--- src/pkg/amc_pkg.sv ---
// Constants, codes and carrier types for the converter configuration block
package amc_pkg;
   // Bus word layout: two address bits above ten configuration bits
   localparam int BUS_W = 12;
   localparam int CFG_W = 10;
   localparam int ADDR_LSB = 10;
   // Register selects carried in bits 11:10 of the written word
   localparam logic [1:0] ADDR_INPUT_REF = 2'h0;
   localparam logic [1:0] ADDR_RESET_FMT = 2'h1;
   // Reset values of both configuration registers
   localparam logic [9:0] INPUT_REF_RESET = 10'h020;
   localparam logic [9:0] RESET_FMT_RESET = 10'h030;
   // Field positions of the input and reference register
   localparam int REF_SELECT_BIT = 0;
   localparam int POWER_DOWN_BIT = 2;
   localparam int CHAN_LSB = 3;
   localparam int CHAN_MSB = 7;
   localparam int TEST_LSB = 8;
   localparam int TEST_MSB = 9;
   // Field positions of the reset, format and calibration register
   localparam int DEVICE_RESET_BIT = 0;
   localparam int SYNC_RESET_BIT = 1;
   localparam int RW_STYLE_BIT = 6;
   localparam int FORMAT_BIT = 7;
   localparam int OFFSET_CAL_BIT = 8;
   // Defined channel codes in bits 7:3 (scan, differential_count_high, differential_count_low, pick1, pick0)
   localparam logic [4:0] CHAN_CODE_POS = 5'h00;
   localparam logic [4:0] CHAN_CODE_NEG = 5'h01;
   localparam logic [4:0] CHAN_CODE_DIFF = 5'h04;
   localparam logic [4:0] CHAN_CODE_SCAN = 5'h11;
   // Channel configuration, Gray coded
   typedef enum logic [2:0] {
      CHAN_POS = 3'h0,
      CHAN_NEG = 3'h1,
      CHAN_DIFF = 3'h3,
      CHAN_SCAN = 3'h2,
      CHAN_RSVD = 3'h6
   } amc_chan_mode_t;
   // Source that the converter digitises
   typedef enum logic [1:0] {
      SRC_NORMAL = 2'h0,
      SRC_UPPER = 2'h1,
      SRC_MID = 2'h2,
      SRC_LOWER = 2'h3
   } amc_conv_src_t;
   // Decoded configuration handed to the converter core
   typedef struct packed {
      logic ref_external;
      logic power_down;
      amc_chan_mode_t chan_mode;
      amc_conv_src_t conv_src;
      logic test_active;
      logic binary_format;
      logic offset_cal;
      logic rw_combined;
      logic device_reset;
   } amc_cfg_t;
endpackage

--- src/hw/amc_config_regs.sv ---
// Write-only configuration registers and pin decode of the converter
`timescale 1ns/1ps
module amc_config_regs
(
   input wire logic i_clk_sys,
   input wire logic i_reset,
   input wire logic [amc_pkg::BUS_W-1:0] i_data,
   input wire logic i_cs0_n,
   input wire logic i_cs1,
   input wire logic i_wr_n,
   input wire logic i_rd_n,
   input wire logic i_conv_strobe,
   output amc_pkg::amc_cfg_t o_cfg,
   output logic o_sync_reset,
   output logic o_read_en,
   output logic o_write_taken,
   output logic o_active_input
);
   import amc_pkg::*;

   logic [CFG_W-1:0] input_ref_r; // Input and reference register
   logic [CFG_W-1:0] reset_fmt_r; // Reset, format and calibration register
   logic wr_act_d_r; // Write strobe seen last cycle
   logic sync_r; // Sync generator reset pulse
   logic neg_sel_r; // Negative input currently converted
   logic scan_prev_r; // Autoscan was already running
   amc_cfg_t cfg_r; // Registered decoded configuration
   amc_cfg_t cfg_nxt;
   logic sel; // Both chip selects asserted
   logic wr_act; // Write strobe active while selected
   logic rd_act; // Read strobe active while selected
   logic wr_take; // Single cycle: a word is taken
   logic [1:0] addr; // Register select of the word on the bus
   logic [CFG_W-1:0] wdata; // Configuration bits of the word
   logic take_input; // Write aimed at the input register
   logic take_fmt; // Write aimed at the format register
   logic rw_style; // Combined read/write line in use

   // Pin decode; the write line is active low in either style
   assign sel = ~i_cs0_n & i_cs1;
   assign rw_style = reset_fmt_r[RW_STYLE_BIT];
   assign wr_act = sel & ~i_wr_n;
   // Combined style reads while the write line is high, ignoring read strobe
   assign rd_act = sel & (rw_style ? i_wr_n : ~i_rd_n);
   assign addr = i_data[BUS_W-1:ADDR_LSB];
   assign wdata = i_data[CFG_W-1:0];
   // Take a word once per strobe, on its leading edge
   assign wr_take = wr_act & ~wr_act_d_r;
   assign take_input = wr_take && (addr == ADDR_INPUT_REF);
   assign take_fmt = wr_take && (addr == ADDR_RESET_FMT);
   // Addresses 10 and 11 match neither take term, so nothing changes

   // Strobe history for the edge detector
   always_ff @(posedge i_clk_sys)
   begin
      if (i_reset)
      begin
         wr_act_d_r <= 1'b0;
      end
      else
      begin
         wr_act_d_r <= wr_act;
      end
   end

   // Input and reference register; held at reset while the device reset
   // bit is set, so writes to it are lost until that bit is cleared
   always_ff @(posedge i_clk_sys)
   begin
      if (i_reset)
      begin
         input_ref_r <= INPUT_REF_RESET;
      end
      else if (take_fmt && wdata[DEVICE_RESET_BIT])
      begin
         input_ref_r <= INPUT_REF_RESET;
      end
      else if (reset_fmt_r[DEVICE_RESET_BIT])
      begin
         input_ref_r <= INPUT_REF_RESET;
      end
      else if (take_input)
      begin
         // Reserved channel codes are stored; the host must avoid them
         input_ref_r <= wdata;
      end
   end

   // Reset, format and calibration register
   always_ff @(posedge i_clk_sys)
   begin
      if (i_reset)
      begin
         reset_fmt_r <= RESET_FMT_RESET;
      end
      else if (take_fmt)
      begin
         if (wdata[DEVICE_RESET_BIT])
         begin
            // Restore defaults but keep the reset bit, which holds the part
            reset_fmt_r <= RESET_FMT_RESET | CFG_W'(1);
         end
         else
         begin
            reset_fmt_r <= wdata;
         end
      end
   end

   // Sync generator reset: one pulse per write with the bit set
   always_ff @(posedge i_clk_sys)
   begin
      if (i_reset)
      begin
         sync_r <= 1'b0;
      end
      else
      begin
         sync_r <= take_fmt && wdata[SYNC_RESET_BIT];
      end
   end

   // Decode register fields into the configuration carrier
   always_comb
   begin
      cfg_nxt = '0;
      cfg_nxt.ref_external = input_ref_r[REF_SELECT_BIT];
      cfg_nxt.power_down = input_ref_r[POWER_DOWN_BIT];
      case (input_ref_r[CHAN_MSB:CHAN_LSB])
         CHAN_CODE_POS: cfg_nxt.chan_mode = CHAN_POS;
         CHAN_CODE_NEG: cfg_nxt.chan_mode = CHAN_NEG;
         CHAN_CODE_DIFF: cfg_nxt.chan_mode = CHAN_DIFF;
         CHAN_CODE_SCAN: cfg_nxt.chan_mode = CHAN_SCAN;
         default: cfg_nxt.chan_mode = CHAN_RSVD; // Reserved code
      endcase
      cfg_nxt.conv_src = amc_conv_src_t'(input_ref_r[TEST_MSB:TEST_LSB]);
      // Any test setting replaces the inputs by a fixed voltage
      cfg_nxt.test_active = |input_ref_r[TEST_MSB:TEST_LSB];
      cfg_nxt.binary_format = reset_fmt_r[FORMAT_BIT];
      cfg_nxt.offset_cal = reset_fmt_r[OFFSET_CAL_BIT];
      cfg_nxt.rw_combined = reset_fmt_r[RW_STYLE_BIT];
      cfg_nxt.device_reset = reset_fmt_r[DEVICE_RESET_BIT];
   end

   // Configuration outputs come from flip-flops
   always_ff @(posedge i_clk_sys)
   begin
      if (i_reset)
      begin
         cfg_r <= '0;
         cfg_r.chan_mode <= CHAN_DIFF;
      end
      else
      begin
         cfg_r <= cfg_nxt;
      end
   end

   // Input being converted; autoscan starts on the positive input and
   // swaps per conversion; power down freezes it, saving the toggle
   always_ff @(posedge i_clk_sys)
   begin
      if (i_reset)
      begin
         neg_sel_r <= 1'b0;
         scan_prev_r <= 1'b0;
      end
      else
      begin
         scan_prev_r <= (cfg_r.chan_mode == CHAN_SCAN);
         case (cfg_r.chan_mode)
            CHAN_NEG: neg_sel_r <= 1'b1;
            CHAN_SCAN:
            begin
               if (!scan_prev_r)
               begin
                  neg_sel_r <= 1'b0;
               end
               else if (i_conv_strobe && !cfg_r.power_down)
               begin
                  neg_sel_r <= ~neg_sel_r;
               end
            end
            default: neg_sel_r <= 1'b0;
         endcase
      end
   end

   // Bus handshakes stay live in power down; only conversion stops
   assign o_read_en = rd_act;
   assign o_write_taken = wr_take;
   assign o_cfg = cfg_r;
   assign o_sync_reset = sync_r;
   assign o_active_input = neg_sel_r;
endmodule

--- config.mk ---
export PLATFORM = sky130hd
export DESIGN_NAME = amc_config_regs
export DESIGN_NICKNAME = d
export VERILOG_FILES = /design/src/pkg/amc_pkg.sv /design/src/hw/amc_config_regs.sv
export SDC_FILE = /design/constraint.sdc
export NUM_CORES = 1
export LEC_CHECK = 0
export ABC_AREA = 1
export BUFFER_PORTS_ARGS = -buffer_cell sky130_fd_sc_hd__buf_2
export CAP_MARGIN = 40
export CORE_MARGIN = 3
export CORE_UTILIZATION = 53
export CTS_CLUSTER_SIZE = 25
export DETAILED_ROUTE_END_ITERATION = 6
export PLACE_DENSITY = 0.88
export SLEW_MARGIN = 15
export SYNTH_ARGS = -nofsm -noshare
export SYNTH_HDL_FRONTEND = slang
export SYNTH_SLANG_ARGS = --single-unit
--- constraint.sdc ---
create_clock -name i_clk_sys -period 2.1 [get_ports i_clk_sys]
set_clock_uncertainty 0.05 [all_clocks]
set_input_delay 0.315 -clock i_clk_sys [delete_from_list [all_inputs] [get_ports i_clk_sys]]
set_output_delay 0.315 -clock i_clk_sys [all_outputs]
set_load 0.05 [all_outputs]
**Word level (Yosys, flattened, before mapping)**

Cells that the tools add are included.

- Flip-flop bits (word level): 35
- Latch bits: 0
- Output and inout bits: 16
- Bits in writable memories: 0
- Bits in read-only memories: 0
- Memories: 0

- Bitwise logic cells: 9
- Divide/modulo/power cells: 0
- Add/subtract/negate cells: 0
- Equal/unequal tests: 7
- Mux-type cells: 6
- Shifts and indexed selects: 0
- $mul: 0
- Reduce and logical (&&, ||, !) cells: 10
- Order comparisons: 0

Operators with widths:

| kind | number |
|---|---|
| $pmux W3 S4 | 1 |
| $mux W9 | 1 |
| $eq A5 B1 Y1 const B | 1 |
| $eq A5 B3 Y1 const B | 1 |
| $eq A5 B5 Y1 const B | 1 |
| $logic_and A1 B1 Y1 | 5 |
| $logic_not A5 Y1 | 1 |
| $not A1 Y1 | 5 |
| $and A1 B1 Y1 | 4 |
| $eq A3 B1 Y1 const B | 1 |
| $eq A3 B2 Y1 const B | 1 |
| $mux W1 | 3 |
| $ne A3 B2 Y1 const B | 1 |
| $reduce_or A3 Y1 | 1 |
| $eq A2 B1 Y1 const B | 1 |
| $logic_not A2 Y1 | 1 |
| $pmux W1 S2 | 1 |
| $reduce_or A2 Y1 | 1 |
| $logic_not A1 Y1 | 1 |

**Longest topological paths before layout**

- Depth in word-level cells: 7
- Mapped depth: 7
- Gate-level depth less buffers: 7

**Worst setup path before layout**

Ideal clock, no wire load.

- Path type: input to output
- Start point: input port i_cs1
- End point: output port o_read_en
- Slack: 0.414 ns
- Data arrival time: 1.321 ns
- Stages: 4
- Cells stage by stage: inv_1 nor2_1 o21ai_0 a21oi_1

- Cells in the longest elaborated chain, start to end: 2

Ends and longest elaborated chain:

| item | line | text |
|---|---|---|
| start: declaration | amc_config_regs.sv:9 | `input wire logic i_cs1,` |
| $and A1 B1 Y1 | amc_config_regs.sv:40 | `assign sel = ~i_cs0_n & i_cs1;` |
| $and A1 B1 Y1 | amc_config_regs.sv:44 | `assign rd_act = sel & (rw_style ? i_wr_n : ~i_rd_n);` |
| end: declaration | amc_config_regs.sv:15 | `output logic o_read_en,` |

No other way between the ends.

**Worst setup path in the final report**

- Start point: register wr_act_d_r
- End point: output port o_write_taken

- Cells in the longest elaborated chain, start to end: 2

Ends and longest elaborated chain:

| item | line | text |
|---|---|---|
| start: declaration | amc_config_regs.sv:23 | `logic wr_act_d_r;` |
| start signal: assignment | amc_config_regs.sv:62 | `wr_act_d_r <= wr_act;` |
| $not A1 Y1 | amc_config_regs.sv:48 | `assign wr_take = wr_act & ~wr_act_d_r;` |
| $and A1 B1 Y1 | amc_config_regs.sv:48 |  |
| end: declaration | amc_config_regs.sv:16 | `output logic o_write_taken,` |

No other way between the ends.

==> impl_metrics.json <==
{
  "run_status": "finished, final reports clean",
  "design.portCount": 35,
  "cts_tree": "built",
  "tritoncts_num_sinks": 29,
  "via_count": 1120,
  "first_global_vias": 1001,
  "dominantRegCellSynth": "sky130_fd_sc_hd__dfxtp_1",
  "power_switching_w": 0.0002585,
  "swShare_pct": 26.38,
  "timing_worst_setup_path_type": "register to output pin",
  "min-delay-path-class": "input port to register",
  "vias_per_cell": 4.912,
  "final.period_utilization_pct": 78.20,
  "ys.warnings.count": 0,
  "route.final.wire_length_mm": 2.487,
  "postSynth.asyncResetShare_pct": 0,
  "max_cap_viol_count": 0,
  "detailedPlacementHpwl_mm": 1.880,
  "final-setup-viol-count": 0,
  "grt_first_pass_wirelength_mm": 4.084,
  "r2r_slack_ps": 830,
  "placed_cells_incl_taps": 220,
  "numCtsBuffers": 5,
  "edff_count_synth": 0,
  "port_buffers": 34,
  "power_frac_seq_pct": 57.2,
  "core_area_um2": 2042,
  "fp-row-count": 16,
  "critical_path_required_ps": 1740,
  "floorplan.initialDensity_pct": 58.58,
  "routabilityCongestion": 0.8162,
  "most-common-layout-cells": "34 x sky130_fd_sc_hd__buf_2, 32 x sky130_fd_sc_hd__nand2_1, 30 x sky130_fd_sc_hd__nor2_1, 29 x sky130_fd_sc_hd__dfxtp_1, 27 x sky130_fd_sc_hd__inv_1",
  "max-clock-path-buffers": 2,
  "post_cts_buffers": 0,
  "crit_end": "o_write_taken",
  "critical-path-slowest-cell": "sky130_fd_sc_hd__dfxtp_1",
  "antenna-diode-count": 0,
  "h-tree-depth": 2,
  "crit_path_start": "wr_act_d_r$_SDFF_PP0_",
  "drt-initial-drc-count": 33,
  "ys_top_cells_by_area": "sky130_fd_sc_hd__dfxtp_1 49%, sky130_fd_sc_hd__nand2_1 10%, sky130_fd_sc_hd__nor2_1 9.4%",
  "ff2ff_path_depth": 4,
  "die_boundary_width_um": 53.51,
  "worst_ir_drop_vdd_mv": 0.4747,
  "postSynthCellCount": 160,
  "drc": 0,
  "slew_violations": 0,
  "fin_nets": 219,
  "die_y_um": 53.51,
  "timing.rr.end": "input_ref_r[5]$_SDFFE_PP1P_",
  "initial_antenna_violation_count": 0,
  "die_area_um2": 2863,
  "grt_max_degree": 15,
  "crit_path_start_kind": "register",
  "critical_path.reg2reg.startpoint": "wr_act_d_r$_SDFF_PP0_",
  "overflow": 0,
  "share_comb_of_total_power_pct": 10.2,
  "power_report.internal_total_w": 0.0007214,
  "root_buffer": "sky130_fd_sc_hd__clkbuf_4",
  "power.leakage_nw": 0.6860,
  "crit_fanout": 6,
  "drt-pass1-iter-count": 4,
  "postCtsResizedCells": 0,
  "power.share.clock_pct": 32.6,
  "final_hold_viol_count": 0,
  "synth.top_cell.area_share_pct": 48.54,
  "p_per_area_nw_per_um2": 678.1,
  "postRouteAntennaNets": 0,
  "syn_nets": 179,
  "synth.largest_area_cell": "sky130_fd_sc_hd__dfxtp_1",
  "synthesized_area_per_cell_um2": 7.476,
  "clk_latency_ps": 330,
  "most_frequent_standard_cell_in_the_layout_excluding_fill_and_tap_cells": "sky130_fd_sc_hd__buf_2",
  "worst_ep_arrival_time_ps": 1280,
  "fin_setup_tns_ps": 0,
  "worst_pin_slew_ps": 346.9,
  "cts-hold-fix-buffers": 0,
  "fraction_of_final_layout_cells_sized_beyond_drive_strength_1_pct": 25.87,
  "layout-area-overhead-vs-synth_pct": 20.82,
  "clk_pin_slew_ps": 90,
  "max_stage_delay_ps": 350,
  "achievable_freq_mhz": 608.9,
  "grt_setup_unrepaired": "false",
  "globalRouteTotalUtil_pct": 20.48,
  "synth.lib_cells_used.distinct": 21,
  "end_kind": "output pin",
  "post-route-min-period_ps": 1642,
  "synth.cell_area_um2": 1196,
  "yosys_register_bits": 29,
  "wire_per_inst_um": 10.91,
  "finalNonFillerCells": 228,
  "synth-seq-area-share_pct": 48.54,
  "nFillCells": 193,
  "crit_path_cell_trace": "nor3_4, buf_2",
  "timing.max_slew.rel_slack_pct": 76.66
}
-- cells by family after synthesis --
kind of cell / count (synthesis) / synth area share [%]
compound gates: 7 / 2.929
flops: 29 / 48.54
simple gates: 92 / 38.50
buf+inv: 32 / 10.04
-- state kept, by name, summed over array words and instances (netlist names) --
register and count:
o_cfg 12, o_sync_reset 1, reset_fmt_r 4, input_ref_r 9
scan_prev_r 1, o_active_input 1, wr_act_d_r 1
-- critical path, delay by kind of cell (launching register included) --
kind,cells,cell delay (ps)
buf+inv,1,320
simple gates,1,270
flops,1,350
-- final cells by class --
type	instances	area (µm²)	area share [%]
Multi-Input combinational cell	99	495.5	34.29
Sequential cell	29	580.6	40.17
Timing Repair Buffer	34	170.2	11.77
Tap cell	27	33.78	2.338
Clock buffer	8	48.80	3.377
Inverter	31	116.4	8.052
-- synth_stat cells, types with 2 or more instances --
library cell,instances
sky130_fd_sc_hd__a21oi_1,4
sky130_fd_sc_hd__dfxtp_1,29
sky130_fd_sc_hd__nor3_1,2
sky130_fd_sc_hd__nor4_1,2
sky130_fd_sc_hd__nand4_1,10
sky130_fd_sc_hd__inv_1,27
sky130_fd_sc_hd__nor2_4,2
sky130_fd_sc_hd__inv_2,4
sky130_fd_sc_hd__o21ai_0,3
sky130_fd_sc_hd__nand2_1,32
sky130_fd_sc_hd__nor2_1,30
sky130_fd_sc_hd__nand3_1,6
-- power by group through the flow --
| stage | Sequential, W | Combinational (W) | Clock [W] |
|---|---|---|---|
| floorplan | 0.000584 | 0.0000504 | 0 |
| global placement | 0.000573 | 0.0000963 | 0 |
| detailed placement | 0.000574 | 0.0000996 | 0 |
| CTS | 0.000561 | 0.0000999 | 0.000319 |
| global route | 0.000562 | 0.000110 | 0.000354 |
| finish | 0.000561 | 0.0000999 | 0.000319 |
-- layer usage --
metal	vias up	wire length, µm	share of wire, %	global-route usage [%]
met5	-	0	0	0
met4	0	85	3.4	11.06
met3	13	225	9.0	9.577
met2	51	1175	47	33.06
met1	482	1000	40	22.05
li1	574	-	-	-
-- through the flow --
step	utilization [%]	total power [W]	area [µm²]	worst slack (ps)	hold slack [ps]
2_1_floorplan	-	0.0006347	1196	414.1	344.3
3_3_place_gp	68.38	0.0006697	1396	654.5	360.0
3_5_place_dp	68.38	0.0006735	1396	631.0	363.9
4_1_cts	70.77	0.0009794	1445	466.2	164.5
5_1_grt	70.77	0.001026	1445	407.7	161.0
6_report	70.77	0.0009799	1445	457.7	167.6
-- how the worst min path moves through the flow --
stage | from | end | depth (start not counted) | slack (ps)
detailed placement | reset_fmt_r[7]$_SDFFE_PP0N_ | o_cfg[3]$_SDFF_PP0_ | 2 | 360
floorplan | i_wr_n | wr_act_d_r$_SDFF_PP0_ | 1 | 340
CTS | i_data[1] | o_sync_reset$_SDFF_PP0_ | 3 | 160
global placement | reset_fmt_r[7]$_SDFFE_PP0N_ | o_cfg[3]$_SDFF_PP0_ | 2 | 360
global route | i_data[1] | o_sync_reset$_SDFF_PP0_ | 3 | 160
finish | i_data[1] | o_sync_reset$_SDFF_PP0_ | 3 | 170
No activity file was read; power rests on OpenSTA's default activity.
